==> src/logic/fplc_pkg.sv <==
// constants and types shared by the flash launch control block
// assumes a single system clock shared with the cpu core
`default_nettype none
package fplc_pkg;
    // ------------------------------------------------------------------
    // special function register map
    // ------------------------------------------------------------------
    localparam logic [7:0] ADDR_FLASH_CONTROL_REG = 8'hd1;
    localparam logic [7:0] ADDR_FLASH_STATUS_REG = 8'hd3;
    localparam logic [7:0] FLASH_CONTROL_RESET = 8'h00;
    localparam logic [7:0] FLASH_STATUS_RESET = 8'h00;
    // control register fields
    localparam int CTRL_KEY_HI = 7;
    localparam int CTRL_KEY_LO = 4;
    localparam int CTRL_LATCH_SPACE_BIT = 3;
    localparam int CTRL_MODE_HI = 2;
    localparam int CTRL_MODE_LO = 1;
    localparam int CTRL_BUSY_BIT = 0;
    // status register fields
    localparam int STAT_LAUNCH_SEQUENCE_ERROR_BIT = 1;
    localparam int STAT_LOADED_BIT = 0;
    // launch key nibbles
    localparam logic [3:0] KEY_ARM = 4'h5;
    localparam logic [3:0] KEY_GO = 4'ha;
    // ------------------------------------------------------------------
    // page and address layout
    // ------------------------------------------------------------------
    localparam int PAGE_BYTES = 128;
    localparam int BYTE_IDX_W = 7;
    localparam int PAGE_W = 9;
    localparam logic [15:0] XROW_BASE = 16'hff80;
    localparam logic [15:0] HSB_ADDR = 16'h0000;

    typedef enum logic [1:0] {
        MODE_USER = 2'b00,
        MODE_XROW = 2'b01,
        MODE_HSB = 2'b10,
        MODE_CLR = 2'b11
    } fplc_mode_t;

    typedef enum logic {
        KEY_IDLE = 1'b0,
        KEY_ARMED = 1'b1
    } fplc_key_t;
endpackage
`default_nettype wire

==> src/logic/fplc_latch_if.sv <==
// carrier between the launch controller and the column latch buffer
// assumes both ends run on the same clock
`default_nettype none
interface fplc_latch_if;
    logic wr_en;
    logic [6:0] wr_idx;
    logic [7:0] wr_data;
    logic clr;
    logic [6:0] rd_idx;
    logic [7:0] rd_data;
    logic rd_valid;

    modport ctrl (output wr_en, wr_idx, wr_data, clr, rd_idx, input rd_data, rd_valid);
    modport store (input wr_en, wr_idx, wr_data, clr, rd_idx, output rd_data, rd_valid);
endinterface
`default_nettype wire

==> src/logic/fplc_top.sv <==
// flash launch control: key sequence, status flags and space steering
// assumes sfr, code and xdata requests arrive as one-cycle strobes on clk
//
// Summary of operation
// - bad launch sequence sets the error flag
// - software clears error; good launch clears it
// - code reads default to user array, read-only
// - latch space select redirects xdata writes
// - low seven bits byte, upper nine page
// - latch space select overrides external ram select
// - mode field maps code reads to spaces
// - key 5 then A launches per mode
// - mode 11 launch clears column latches
// - busy flag is hardware only
// - latch buffer holds one 128-byte page
// - launch with empty latches flags error unless mode is 11
`default_nettype none
module fplc_top (
    // clock and reset
    input wire logic clk,
    input wire logic nrst,
    // special function register access
    input wire logic [7:0] sfr_addr,
    input wire logic sfr_wr,
    input wire logic sfr_rd,
    input wire logic [7:0] sfr_wdata,
    output logic [7:0] sfr_rdata,
    // auxiliary register bit from the core
    input wire logic external_ram_select,
    // code space reads
    input wire logic code_rd,
    input wire logic [15:0] code_addr,
    output logic code_rd_en,
    output fplc_pkg::fplc_mode_t code_rd_space,
    output logic [15:0] code_rd_addr,
    // external data writes
    input wire logic xdata_wr,
    input wire logic [15:0] xdata_addr,
    input wire logic [7:0] xdata_wdata,
    output logic xram_wr_int,
    output logic xram_wr_ext,
    output logic [15:0] xram_addr,
    output logic [7:0] xram_wdata,
    // flash array programming engine
    input wire logic prog_done,
    input wire logic [6:0] prog_rd_idx,
    output logic prog_start,
    output fplc_pkg::fplc_mode_t prog_mode,
    output logic [8:0] prog_page,
    output logic [7:0] prog_rd_data,
    output logic prog_rd_valid
);
    fplc_latch_if lif ();

    fplc_pkg::fplc_key_t key_state;
    fplc_pkg::fplc_mode_t mode;
    fplc_pkg::fplc_mode_t arm_mode;
    logic latch_space_select;
    logic program_in_progress;
    logic launch_sequence_error;
    logic latch_loaded_flag;
    logic ctrl_wr, stat_wr, other_wr;
    logic [3:0] key;
    fplc_pkg::fplc_mode_t wr_mode;
    logic launch_ok, launch_err, latch_wr;

    fplc_latch_buf #(.DEPTH(fplc_pkg::PAGE_BYTES)) u_buf (
        .clk(clk),
        .nrst(nrst),
        .lif(lif)
    );

    // ------------------------------------------------------------------
    // decode
    // ------------------------------------------------------------------
    assign ctrl_wr = sfr_wr && sfr_addr == fplc_pkg::ADDR_FLASH_CONTROL_REG;
    assign stat_wr = sfr_wr && sfr_addr == fplc_pkg::ADDR_FLASH_STATUS_REG;
    assign other_wr = sfr_wr && !ctrl_wr;
    assign key = sfr_wdata[fplc_pkg::CTRL_KEY_HI:fplc_pkg::CTRL_KEY_LO];
    assign wr_mode = fplc_pkg::fplc_mode_t'(sfr_wdata[fplc_pkg::CTRL_MODE_HI:fplc_pkg::CTRL_MODE_LO]);

    always_comb begin
        launch_ok = 1'b0;
        launch_err = 1'b0;
        unique case (key_state)
            fplc_pkg::KEY_IDLE: begin
                launch_err = ctrl_wr && key == fplc_pkg::KEY_GO;
            end
            fplc_pkg::KEY_ARMED: begin
                if (ctrl_wr && key == fplc_pkg::KEY_GO) begin
                    if (wr_mode == arm_mode && !program_in_progress &&
                        (wr_mode == fplc_pkg::MODE_CLR || latch_loaded_flag)) begin
                        launch_ok = 1'b1;
                    end else begin
                        launch_err = 1'b1;
                    end
                end else if (ctrl_wr && key != fplc_pkg::KEY_ARM) begin
                    launch_err = 1'b1;
                end else if (other_wr) begin
                    launch_err = 1'b1;
                end
            end
        endcase
    end

    // ------------------------------------------------------------------
    // key sequence and control register
    // ------------------------------------------------------------------
    // key taken from control writes
    always_ff @(posedge clk or negedge nrst) begin
        if (!nrst) begin
            key_state <= fplc_pkg::KEY_IDLE;
            arm_mode <= fplc_pkg::MODE_USER;
        end else if (ctrl_wr && key == fplc_pkg::KEY_ARM) begin
            key_state <= fplc_pkg::KEY_ARMED;
            arm_mode <= wr_mode;
        end else if (sfr_wr) begin
            key_state <= fplc_pkg::KEY_IDLE;
        end
    end

    always_ff @(posedge clk or negedge nrst) begin
        if (!nrst) begin
            latch_space_select <= fplc_pkg::FLASH_CONTROL_RESET[fplc_pkg::CTRL_LATCH_SPACE_BIT];
            mode <= fplc_pkg::MODE_USER;
        end else if (ctrl_wr) begin
            latch_space_select <= sfr_wdata[fplc_pkg::CTRL_LATCH_SPACE_BIT];
            mode <= wr_mode;
        end
    end

    always_ff @(posedge clk or negedge nrst) begin
        if (!nrst) begin
            program_in_progress <= fplc_pkg::FLASH_CONTROL_RESET[fplc_pkg::CTRL_BUSY_BIT];
        end else if (launch_ok && wr_mode != fplc_pkg::MODE_CLR) begin
            program_in_progress <= 1'b1;
        end else if (prog_done) begin
            program_in_progress <= 1'b0;
        end
    end

    // ------------------------------------------------------------------
    // status flags
    // ------------------------------------------------------------------
    // set wins over clears
    always_ff @(posedge clk or negedge nrst) begin
        if (!nrst) begin
            launch_sequence_error <= fplc_pkg::FLASH_STATUS_RESET[fplc_pkg::STAT_LAUNCH_SEQUENCE_ERROR_BIT];
        end else if (launch_err) begin
            launch_sequence_error <= 1'b1;
        end else if (launch_ok) begin
            launch_sequence_error <= 1'b0;
        end else if (stat_wr && !sfr_wdata[fplc_pkg::STAT_LAUNCH_SEQUENCE_ERROR_BIT]) begin
            launch_sequence_error <= 1'b0;
        end
    end

    always_ff @(posedge clk or negedge nrst) begin
        if (!nrst) begin
            latch_loaded_flag <= fplc_pkg::FLASH_STATUS_RESET[fplc_pkg::STAT_LOADED_BIT];
        end else if (latch_wr) begin
            latch_loaded_flag <= 1'b1;
        end else if (launch_ok) begin
            latch_loaded_flag <= 1'b0;
        end
    end

    always_ff @(posedge clk or negedge nrst) begin
        if (!nrst) begin
            sfr_rdata <= 8'h00;
        end else if (sfr_rd && sfr_addr == fplc_pkg::ADDR_FLASH_STATUS_REG) begin
            sfr_rdata <= {6'h00, launch_sequence_error, latch_loaded_flag};
        end else if (sfr_rd && sfr_addr == fplc_pkg::ADDR_FLASH_CONTROL_REG) begin
            sfr_rdata <= {4'h0, latch_space_select, mode, program_in_progress};
        end else begin
            sfr_rdata <= 8'h00;
        end
    end

    // ------------------------------------------------------------------
    // column latch writes and programming launch
    // ------------------------------------------------------------------
    // latch space redirect
    assign latch_wr = xdata_wr && latch_space_select && !program_in_progress;
    assign lif.wr_en = latch_wr;
    assign lif.wr_idx = xdata_addr[fplc_pkg::BYTE_IDX_W-1:0];
    assign lif.wr_data = xdata_wdata;
    assign lif.clr = (launch_ok && wr_mode == fplc_pkg::MODE_CLR) || prog_done;
    assign lif.rd_idx = prog_rd_idx;
    assign prog_rd_data = lif.rd_data;
    assign prog_rd_valid = lif.rd_valid;

    always_ff @(posedge clk or negedge nrst) begin
        if (!nrst) begin
            prog_page <= 9'h000;
        end else if (latch_wr) begin
            prog_page <= xdata_addr[15:fplc_pkg::BYTE_IDX_W];
        end
    end

    always_ff @(posedge clk or negedge nrst) begin
        if (!nrst) begin
            prog_start <= 1'b0;
            prog_mode <= fplc_pkg::MODE_USER;
        end else begin
            prog_start <= launch_ok && wr_mode != fplc_pkg::MODE_CLR;
            if (launch_ok) begin
                prog_mode <= wr_mode;
            end
        end
    end

    always_ff @(posedge clk or negedge nrst) begin
        if (!nrst) begin
            xram_wr_int <= 1'b0;
            xram_wr_ext <= 1'b0;
            xram_addr <= 16'h0000;
            xram_wdata <= 8'h00;
        end else begin
            xram_wr_int <= xdata_wr && !latch_space_select && !external_ram_select;
            xram_wr_ext <= xdata_wr && !latch_space_select && external_ram_select;
            xram_addr <= xdata_addr;
            xram_wdata <= xdata_wdata;
        end
    end

    // ------------------------------------------------------------------
    // code space read steering
    // ------------------------------------------------------------------
    // user array by default
    always_ff @(posedge clk or negedge nrst) begin
        if (!nrst) begin
            code_rd_en <= 1'b0;
            code_rd_space <= fplc_pkg::MODE_USER;
            code_rd_addr <= 16'h0000;
        end else begin
            code_rd_en <= code_rd;
            code_rd_addr <= code_addr;
            if (mode == fplc_pkg::MODE_XROW && code_addr >= fplc_pkg::XROW_BASE) begin
                code_rd_space <= fplc_pkg::MODE_XROW;
            end else if (mode == fplc_pkg::MODE_HSB && code_addr == fplc_pkg::HSB_ADDR) begin
                code_rd_space <= fplc_pkg::MODE_HSB;
            end else if (mode == fplc_pkg::MODE_CLR) begin
                code_rd_space <= fplc_pkg::MODE_CLR;
            end else begin
                code_rd_space <= fplc_pkg::MODE_USER;
            end
        end
    end
endmodule
`default_nettype wire

==> src/logic/fplc_latch_buf.sv <==
// column latch page buffer with per-byte loaded marks
// assumes clr and wr_en come from the controller on the same clock
`default_nettype none
module fplc_latch_buf #(
    parameter int DEPTH = fplc_pkg::PAGE_BYTES
) (
    // clock and reset
    input wire logic clk,
    input wire logic nrst,
    // controller side
    fplc_latch_if.store lif
);
    logic [7:0] mem [DEPTH];
    logic [DEPTH-1:0] valid;

    // ------------------------------------------------------------------
    // storage
    // ------------------------------------------------------------------
    // one page staging
    always_ff @(posedge clk) begin
        if (lif.wr_en && !lif.clr) begin
            mem[lif.wr_idx] <= lif.wr_data;
        end
    end

    genvar i;
    generate
        for (i = 0; i < DEPTH; i++) begin : g_valid
            always_ff @(posedge clk or negedge nrst) begin
                if (!nrst) begin
                    valid[i] <= 1'b0;
                end else if (lif.clr) begin
                    valid[i] <= 1'b0;
                end else if (lif.wr_en && lif.wr_idx == i) begin
                    valid[i] <= 1'b1;
                end
            end
        end
    endgenerate

    always_ff @(posedge clk or negedge nrst) begin
        if (!nrst) begin
            lif.rd_data <= 8'h00;
            lif.rd_valid <= 1'b0;
        end else begin
            lif.rd_data <= mem[lif.rd_idx];
            lif.rd_valid <= valid[lif.rd_idx];
        end
    end
endmodule
`default_nettype wire

==> config.mk <==
export PLATFORM = sky130hd
export DESIGN_NAME = fplc_top
export DESIGN_NICKNAME = d
export VERILOG_FILES = /design/src/logic/fplc_pkg.sv /design/src/logic/fplc_latch_if.sv /design/src/logic/fplc_top.sv /design/src/logic/fplc_latch_buf.sv
export SDC_FILE = /design/constraint.sdc
export NUM_CORES = 1
export LEC_CHECK = 0
export ABC_AREA = 1
export BUFFER_PORTS_ARGS = -buffer_cell sky130_fd_sc_hd__buf_2
export CORE_UTILIZATION = 45
export CTS_BUF_LIST = sky130_fd_sc_hd__clkbuf_8
export DETAILED_ROUTE_END_ITERATION = 12
export MAX_ROUTING_LAYER = met4
export PLACE_DENSITY = 0.59
export SETUP_SLACK_MARGIN = 0.3
export SYNTH_ARGS = -nofsm -noshare
export SYNTH_HDL_FRONTEND = slang
export SYNTH_SLANG_ARGS = --single-unit
==> constraint.sdc <==
create_clock -name clk -period 2.95 [get_ports clk]
set_clock_uncertainty 0.2 [all_clocks]
set_input_delay 0.1475 -clock clk [delete_from_list [all_inputs] [get_ports clk]]
set_output_delay 0.1475 -clock clk [all_outputs]
set_load 0.03 [all_outputs]
**Yosys cells after proc, flatten, opt, wreduce, memory -nomap -nowiden**

Memory sizes are Yosys's and may differ from the RTL's. A register that Yosys moved wholly into a read port is not among the register bits.
Index checks and enable logic that the tools add are counted.

- Add/subtract/negate cells: 0
- Multiply operators: 0
- Div/mod/pow operators: 0
- $lt $le $gt $ge: 2
- Equal/unequal tests: 138
- Shift operators: 0
- Muxes and demuxes: 282
- Bitwise logic cells: 1
- Reduce and logical (&&, ||, !) cells: 292

Operator list:

| cell | count |
|---|---|
| == test 7 bit (second input constant) | 64 |
| two-way mux 1 bit | 275 |
| nonzero test 2 bit | 131 |
| == test 7 x 6 -> 1 bit (second input constant) | 32 |
| logical AND 1 bit | 149 |
| == test 7 x 5 -> 1 bit (second input constant) | 16 |
| == test 7 x 4 -> 1 bit (second input constant) | 8 |
| == test 7 x 3 -> 1 bit (second input constant) | 4 |
| == test 8 bit (second input constant) | 2 |
| >= comparator 16 bit (second input constant) | 1 |
| zero test 16 bit | 1 |
| == test 7 x 2 -> 1 bit (second input constant) | 2 |
| less-than comparator 7 x 8 -> 1 bit (second input constant) | 1 |
| two-way mux 4 bit | 2 |
| binary-select mux 1 bit (select 7 bit) | 1 |
| == test 7 x 1 -> 1 bit (second input constant) | 1 |
| zero test 1 bit | 7 |
| zero test 7 bit | 1 |
| == test 2 bit (second input constant) | 3 |
| two-way mux 2 bit | 3 |
| == test 4 x 3 -> 1 bit (second input constant) | 1 |
| == test 4 bit (second input constant) | 1 |
| inequality test 4 x 3 -> 1 bit (second input constant) | 1 |
| nonzero test 3 bit | 1 |
| other kinds (6) | 7 |

- Bits in registers: 203
- Latch bits: 0
- Bits in writable memories: 1024
- Bits in read-only memories: 0
- Input port bits: 71
- Word-level logic and storage cells: 863
- Memories kept: 1

Memories:

| memory | words | bits a word | rd ports | clocked after Yosys merged registers in | wr ports | RTL line | RTL |
|---|---|---|---|---|---|---|---|
| u_buf.mem | 128 | 8 | 1 | 1 | 1 | fplc_latch_buf.sv:13 | `logic [7:0] mem [DEPTH];` |

**Depth between registers and ports, before layout**

- Word-level depth: 12
- Mapped depth: 13

**By module**

A second synthesis with hierarchy kept.

- Cell total of the unflattened synthesis: 4511
- Area total of the unflattened synthesis: 50617.3 µm²

Modules (own cells, without submodules):

| module | instances | cells each | area each (µm²) |
|---|---|---|---|
| fplc_latch_buf | 1 | 4294 | 48131.2 |
| fplc_top | 1 | 217 | 2486.1 |

**Least setup slack after synthesis**

No wires, ideal clock.

- Path kind: register to register
- From: register program_in_progress
- To: memory u_buf.mem[51][0] (enable)
- Arrival: 1810 ps
- Path slack: 557 ps
- Stages on the path, launching flop included: 6
- Path buffers: 2
- Cell sequence: dfrtp_1 -> nor3_2 -> buf_2 -> nand2_1 -> clkbuf_1 -> nor3_1

- Longest elaborated chain between the ends: 12

Ends and longest elaborated chain:

| element | RTL line | RTL |
|---|---|---|
| start: declaration | fplc_top.sv:59 | `logic program_in_progress;` |
| start signal: assignment | fplc_top.sv:134 | `program_in_progress <= fplc_pkg::FLASH_CONTROL_RESET[fplc_pkg::CTRL_BUSY_BIT];` |
| zero test 1 bit (*) | fplc_top.sv:91, fplc_top.sv:184 |  |
| logical AND 1 bit (2 in series) | fplc_top.sv:91 | `if (wr_mode == arm_mode && !program_in_progress &&` |
| two-way mux 1 bit | fplc_top.sv:91 |  |
| two-way mux 1 bit | fplc_top.sv:90 | `if (ctrl_wr && key == fplc_pkg::KEY_GO) begin` |
| two-way mux 1 bit | fplc_top.sv:85 | `unique case (key_state)` |
| logical AND 1 bit | fplc_top.sv:188 | `assign lif.clr = (launch_ok && wr_mode == fplc_pkg::MODE_CLR) \|\| prog_done;` |
| logical OR 1 bit | fplc_top.sv:188 |  |
| zero test 1 bit | fplc_latch_buf.sv:21 | `if (lif.wr_en && !lif.clr) begin` |
| logical AND 1 bit (*) | fplc_latch_buf.sv:21 |  |
| two-way mux 1 bit (*) | fplc_latch_buf.sv:21 |  |
| two-way mux 1 bit (not written as such) (*) | fplc_latch_buf.sv:22 | `mem[lif.wr_idx] <= lif.wr_data;` |
| end: declaration | fplc_latch_buf.sv:13 |  |

Mark *: on every way between the ends. The rest lies on a longest branch, timed or not.

**Worst setup path after layout**

- From: register program_in_progress
- To: register u_buf.valid[40]

- Longest elaborated chain between the ends: 9

Ends and longest elaborated chain:

| element | RTL line | RTL |
|---|---|---|
| zero test 1 bit (*) | fplc_top.sv:91, fplc_top.sv:184 |  |
| logical AND 1 bit (2 in series) | fplc_top.sv:91 |  |
| two-way mux 1 bit | fplc_top.sv:91 |  |
| two-way mux 1 bit | fplc_top.sv:90 |  |
| two-way mux 1 bit | fplc_top.sv:85 |  |
| logical AND 1 bit | fplc_top.sv:188 |  |
| logical OR 1 bit | fplc_top.sv:188 |  |
| two-way mux 1 bit / nonzero test 2 bit (equally long branches) | n/a |  |
| end signal: indexed assignment | fplc_latch_buf.sv:31 | `valid[i] <= 1'b0;` |
| end signal: indexed assignment | fplc_latch_buf.sv:33 | `valid[i] <= 1'b0;` |
| end signal: indexed assignment | fplc_latch_buf.sv:35 | `valid[i] <= 1'b1;` |
| end: declaration | fplc_latch_buf.sv:14 | `logic [DEPTH-1:0] valid;` |

Marked as above.
A chain may end at the register's enable or synchronous reset.

==> metrics.txt <==
RSZ-0062 raised after global routing yes; final worst path period need 2.63 ns; Starting Density 0.456; worst rel slew slack 0.422; Clock Tree Root clkbuf_8; top post-synthesis cells by count 1523 x nand2_1, 1047 x nand3_1, 1024 x edfxtp_1; Hold Path Class in2reg; share of cells above drive strength 1 0.136; Min-Delay Path Depth 10; Slew Viols, Final 0; simple-gate share of the synthesized area 0.235; mean post-synth cell area 10.9 µm²; Yosys cell types 31; reg2reg start program_in_progress; leading area contributor after synthesis edfxtp_1; Arr. time, crit path 3.15 ns; H-tree depth 4; launching element type of the critical path flip-flop; Final Hold Viols 0; Syn Inst Count 4647; final instance area approximately 60000 µm²; Tightest Pin Transition roughly 0.86 ns; combinational family with the most area after synthesis simple AND/OR/NAND/NOR gates; Routed Antenna Nets 0; min-delay src prog_rd_idx[3]; Synth-to-Final Area Change 17.6%; Final period util 0.893; Post-synth EDFFs 1024; First-pass DRT Iterations 6; dpl hpwl 89.1 mm; Num CTS Buffers a little under 200; initial DRC count 3925; Synth Area in Compound Gates 0.0144; status finished, final reports clean; CP endpoint kind flip-flop; FP Rows 122; die area 114000 µm²; clk_lat worst skew 0.87 ns; WL final 147 mm; Design Power 35.8 mW; Via density 5.42; largest net degree at the start of global routing 130; CTS tree done; grt total ovfl 0; clk slew on worst S/H paths 0.06 ns; R2R setup slack 0.32 ns; maxcap violations 0; sequential element share of the synthesized area 0.708; wire length of the first global-routing pass 219 mm; drt wl/cell 22.0 µm; Max clock buf depth 3; via count 36200; Clock Sinks between 1000 and 1500; buffers added on ports 139; Adder-Cell Fraction of Synth Area 0; Cell Pwr Density 599 nW/µm²; r2r endpoint u_buf.valid[40]; io pins 145; yosys warns 0; die width approximately 340 µm; Setup CP Type reg2reg; vias in the first global route 35200; multiplexer share of the synthesized area 0; GRT Total Usage 0.267; Seq cells post-synth 1231; R2R depth 8; DRC viols 0; fillers 9723; Post-synth ARST share 0.168; ranking of synthesized cells by area edfxtp_1 61%, nand2_1 11%, nand3_1 10%; Worst VDD drop 0.000447 V; setup ws final roughly 0.32 ns; Max Freq 380 MHz; area post-placement 54100 µm²; crit path max fanout 36; most common cell in the netlist nand2_1; main flop type after synthesis edfxtp_1; worst-case hold path end point u_buf.lif.rd_data[4]; gpl congestion 0.921; share of the synthesized area in the top cell type 0.606; synthesized cell area 50700 µm²; Nets 5097; dpl ws -0.171 ns; endpoints failing setup 0; Die Y around 340 µm; initial antenna violation count 4; XOR/XNOR share of the synthesized area 0.000173; worst path required time ~3.5 ns; leak pwr 22.5 nW; Core Region between 100000 and 150000 µm²
-- worst max-delay path: stages (launching register included) --
cell     delay [ns]
dfrtp_1        0.42
nor3_1         0.22
nand2_1        0.10
nor3_2         0.21
nand3_2        0.22
nand2_8        0.36
buf_12         0.30
buf_4          0.29
a21oi_1        0.07
-- worst max-delay path by stage --
| stage | from | cells past startpoint | end |
|---|---|---|---|
| floorplan | program_in_progress | 5 | u_buf.mem[51][0] |
| global placement | program_in_progress | 5 | u_buf.mem[91][3] |
| detailed placement | program_in_progress | 5 | u_buf.mem[91][7] |
| CTS | latch_space_select | 6 | u_buf.mem[51][7] |
| global route | program_in_progress | 6 | u_buf.mem[89][7] |
| finish | program_in_progress | 8 | u_buf.valid[40] |
-- sequential cells by signal, summed over array words and instances, names as in the netlist --
name,cells
mode,2
xram_wdata,8
sfr_rdata,4
u_buf.mem,1024
launch_sequence_error,1
latch_space_select,1
xram_addr,16
u_buf.lif.rd_data,8
prog_start,1
prog_page,9
arm_mode,2
code_rd_addr,16
code_rd_space,2
u_buf.valid,128
latch_loaded_flag,1
u_buf.lif.rd_valid,1
xram_wr_ext,1
prog_mode,2
key_state,1
program_in_progress,1
xram_wr_int,1
code_rd_en,1
-- per-layer routing --
metal	global-route usage	part of all wire	vias up
met4	0.103	0.036	0
met5	-	0	-
met3	0.0459	0.076	324
met2	0.406	0.46	1474
li1	-	-	16700
met1	0.359	0.43	17700
-- report_power, final --
part | total (mW) | switching, mW | leakage (nW) | internal [mW]
Combinational | 2.86 | 2.05 | 8.34 | 0.812
Sequential | 19.0 | 0.0327 | 11.9 | 18.9
Clock | 13.9 | 6.79 | 2.24 | 7.14
-- final cells by class --
| type | count | area (µm²) | area share |
|---|---|---|---|
| Multi-Input combinational cell | 2929 | 13100 | 0.220 |
| Clock inverter | 156 | 783 | 0.0131 |
| Antenna cell | 2 | 5.00 | 0.0000839 |
| Inverter | 200 | 771 | 0.0129 |
| Timing Repair Buffer | 465 | 4220 | 0.0707 |
| Sequential cell | 1231 | 35900 | 0.602 |
| Tap cell | 1488 | 1860 | 0.0312 |
| Clock buffer | 215 | 2960 | 0.0496 |
-- cells by family (layout without fill, tap and decap cells) --
kind of cell | Yosys count | count (layout)
AND/OR/NAND/NOR | 2779 | 2779
XOR/XNOR | 1 | 1
AO/OA/AOI/OAI | 145 | 145
flip-flops | 1231 | 1231
buffers and inverters | 490 | 1036
other | 1 | 6
-- layout by cell type (no fill, tap or decap), drive strengths merged --
master        count
o22ai             1
clkbuf          215
buf             335
nor2            153
conb              4
dlygate4sd3     127
dfrtp           207
a21oi           130
nor3b             1
nor3             36
and3              1
xor2              1
diode             2
dlymetal6s4s      3
edfxtp         1024
nand3          1048
clkinvlp          4
bufinv            5
clkinv           56
nand4            10
inv             291
o31ai             2
nand2          1524
or2               1
nor4              5
o21ai            12
-- through the flow --
step | hold WS (ns) | util | TNS (ns) | std cells
3_5_place_dp | -0.107 | 0.486 | -1.93 | 6181
6_report | 0.115 | 0.536 | 0 | 6686
3_3_place_gp | -0.105 | 0.486 | -1.00 | 6181
4_1_cts | 0.0310 | 0.534 | 0 | 6681
5_1_grt | 0.0951 | 0.536 | 0 | 6686
2_1_floorplan | -0.348 | - | 0 | 4650
-- what timing repair did --
| action | 4_1_cts | 5_1_grt |
|---|---|---|
| gates resized for setup | 67 | 74 |
| hold endpoints to repair | 1652 | 2 |
| setup buffers | 0 | 1 |
| endpoints found under the setup margin | 904 | 724 |
| hold buffers | 129 | 3 |
| pin swaps | 1 | 2 |
Power figures use the tool's default switching activity.
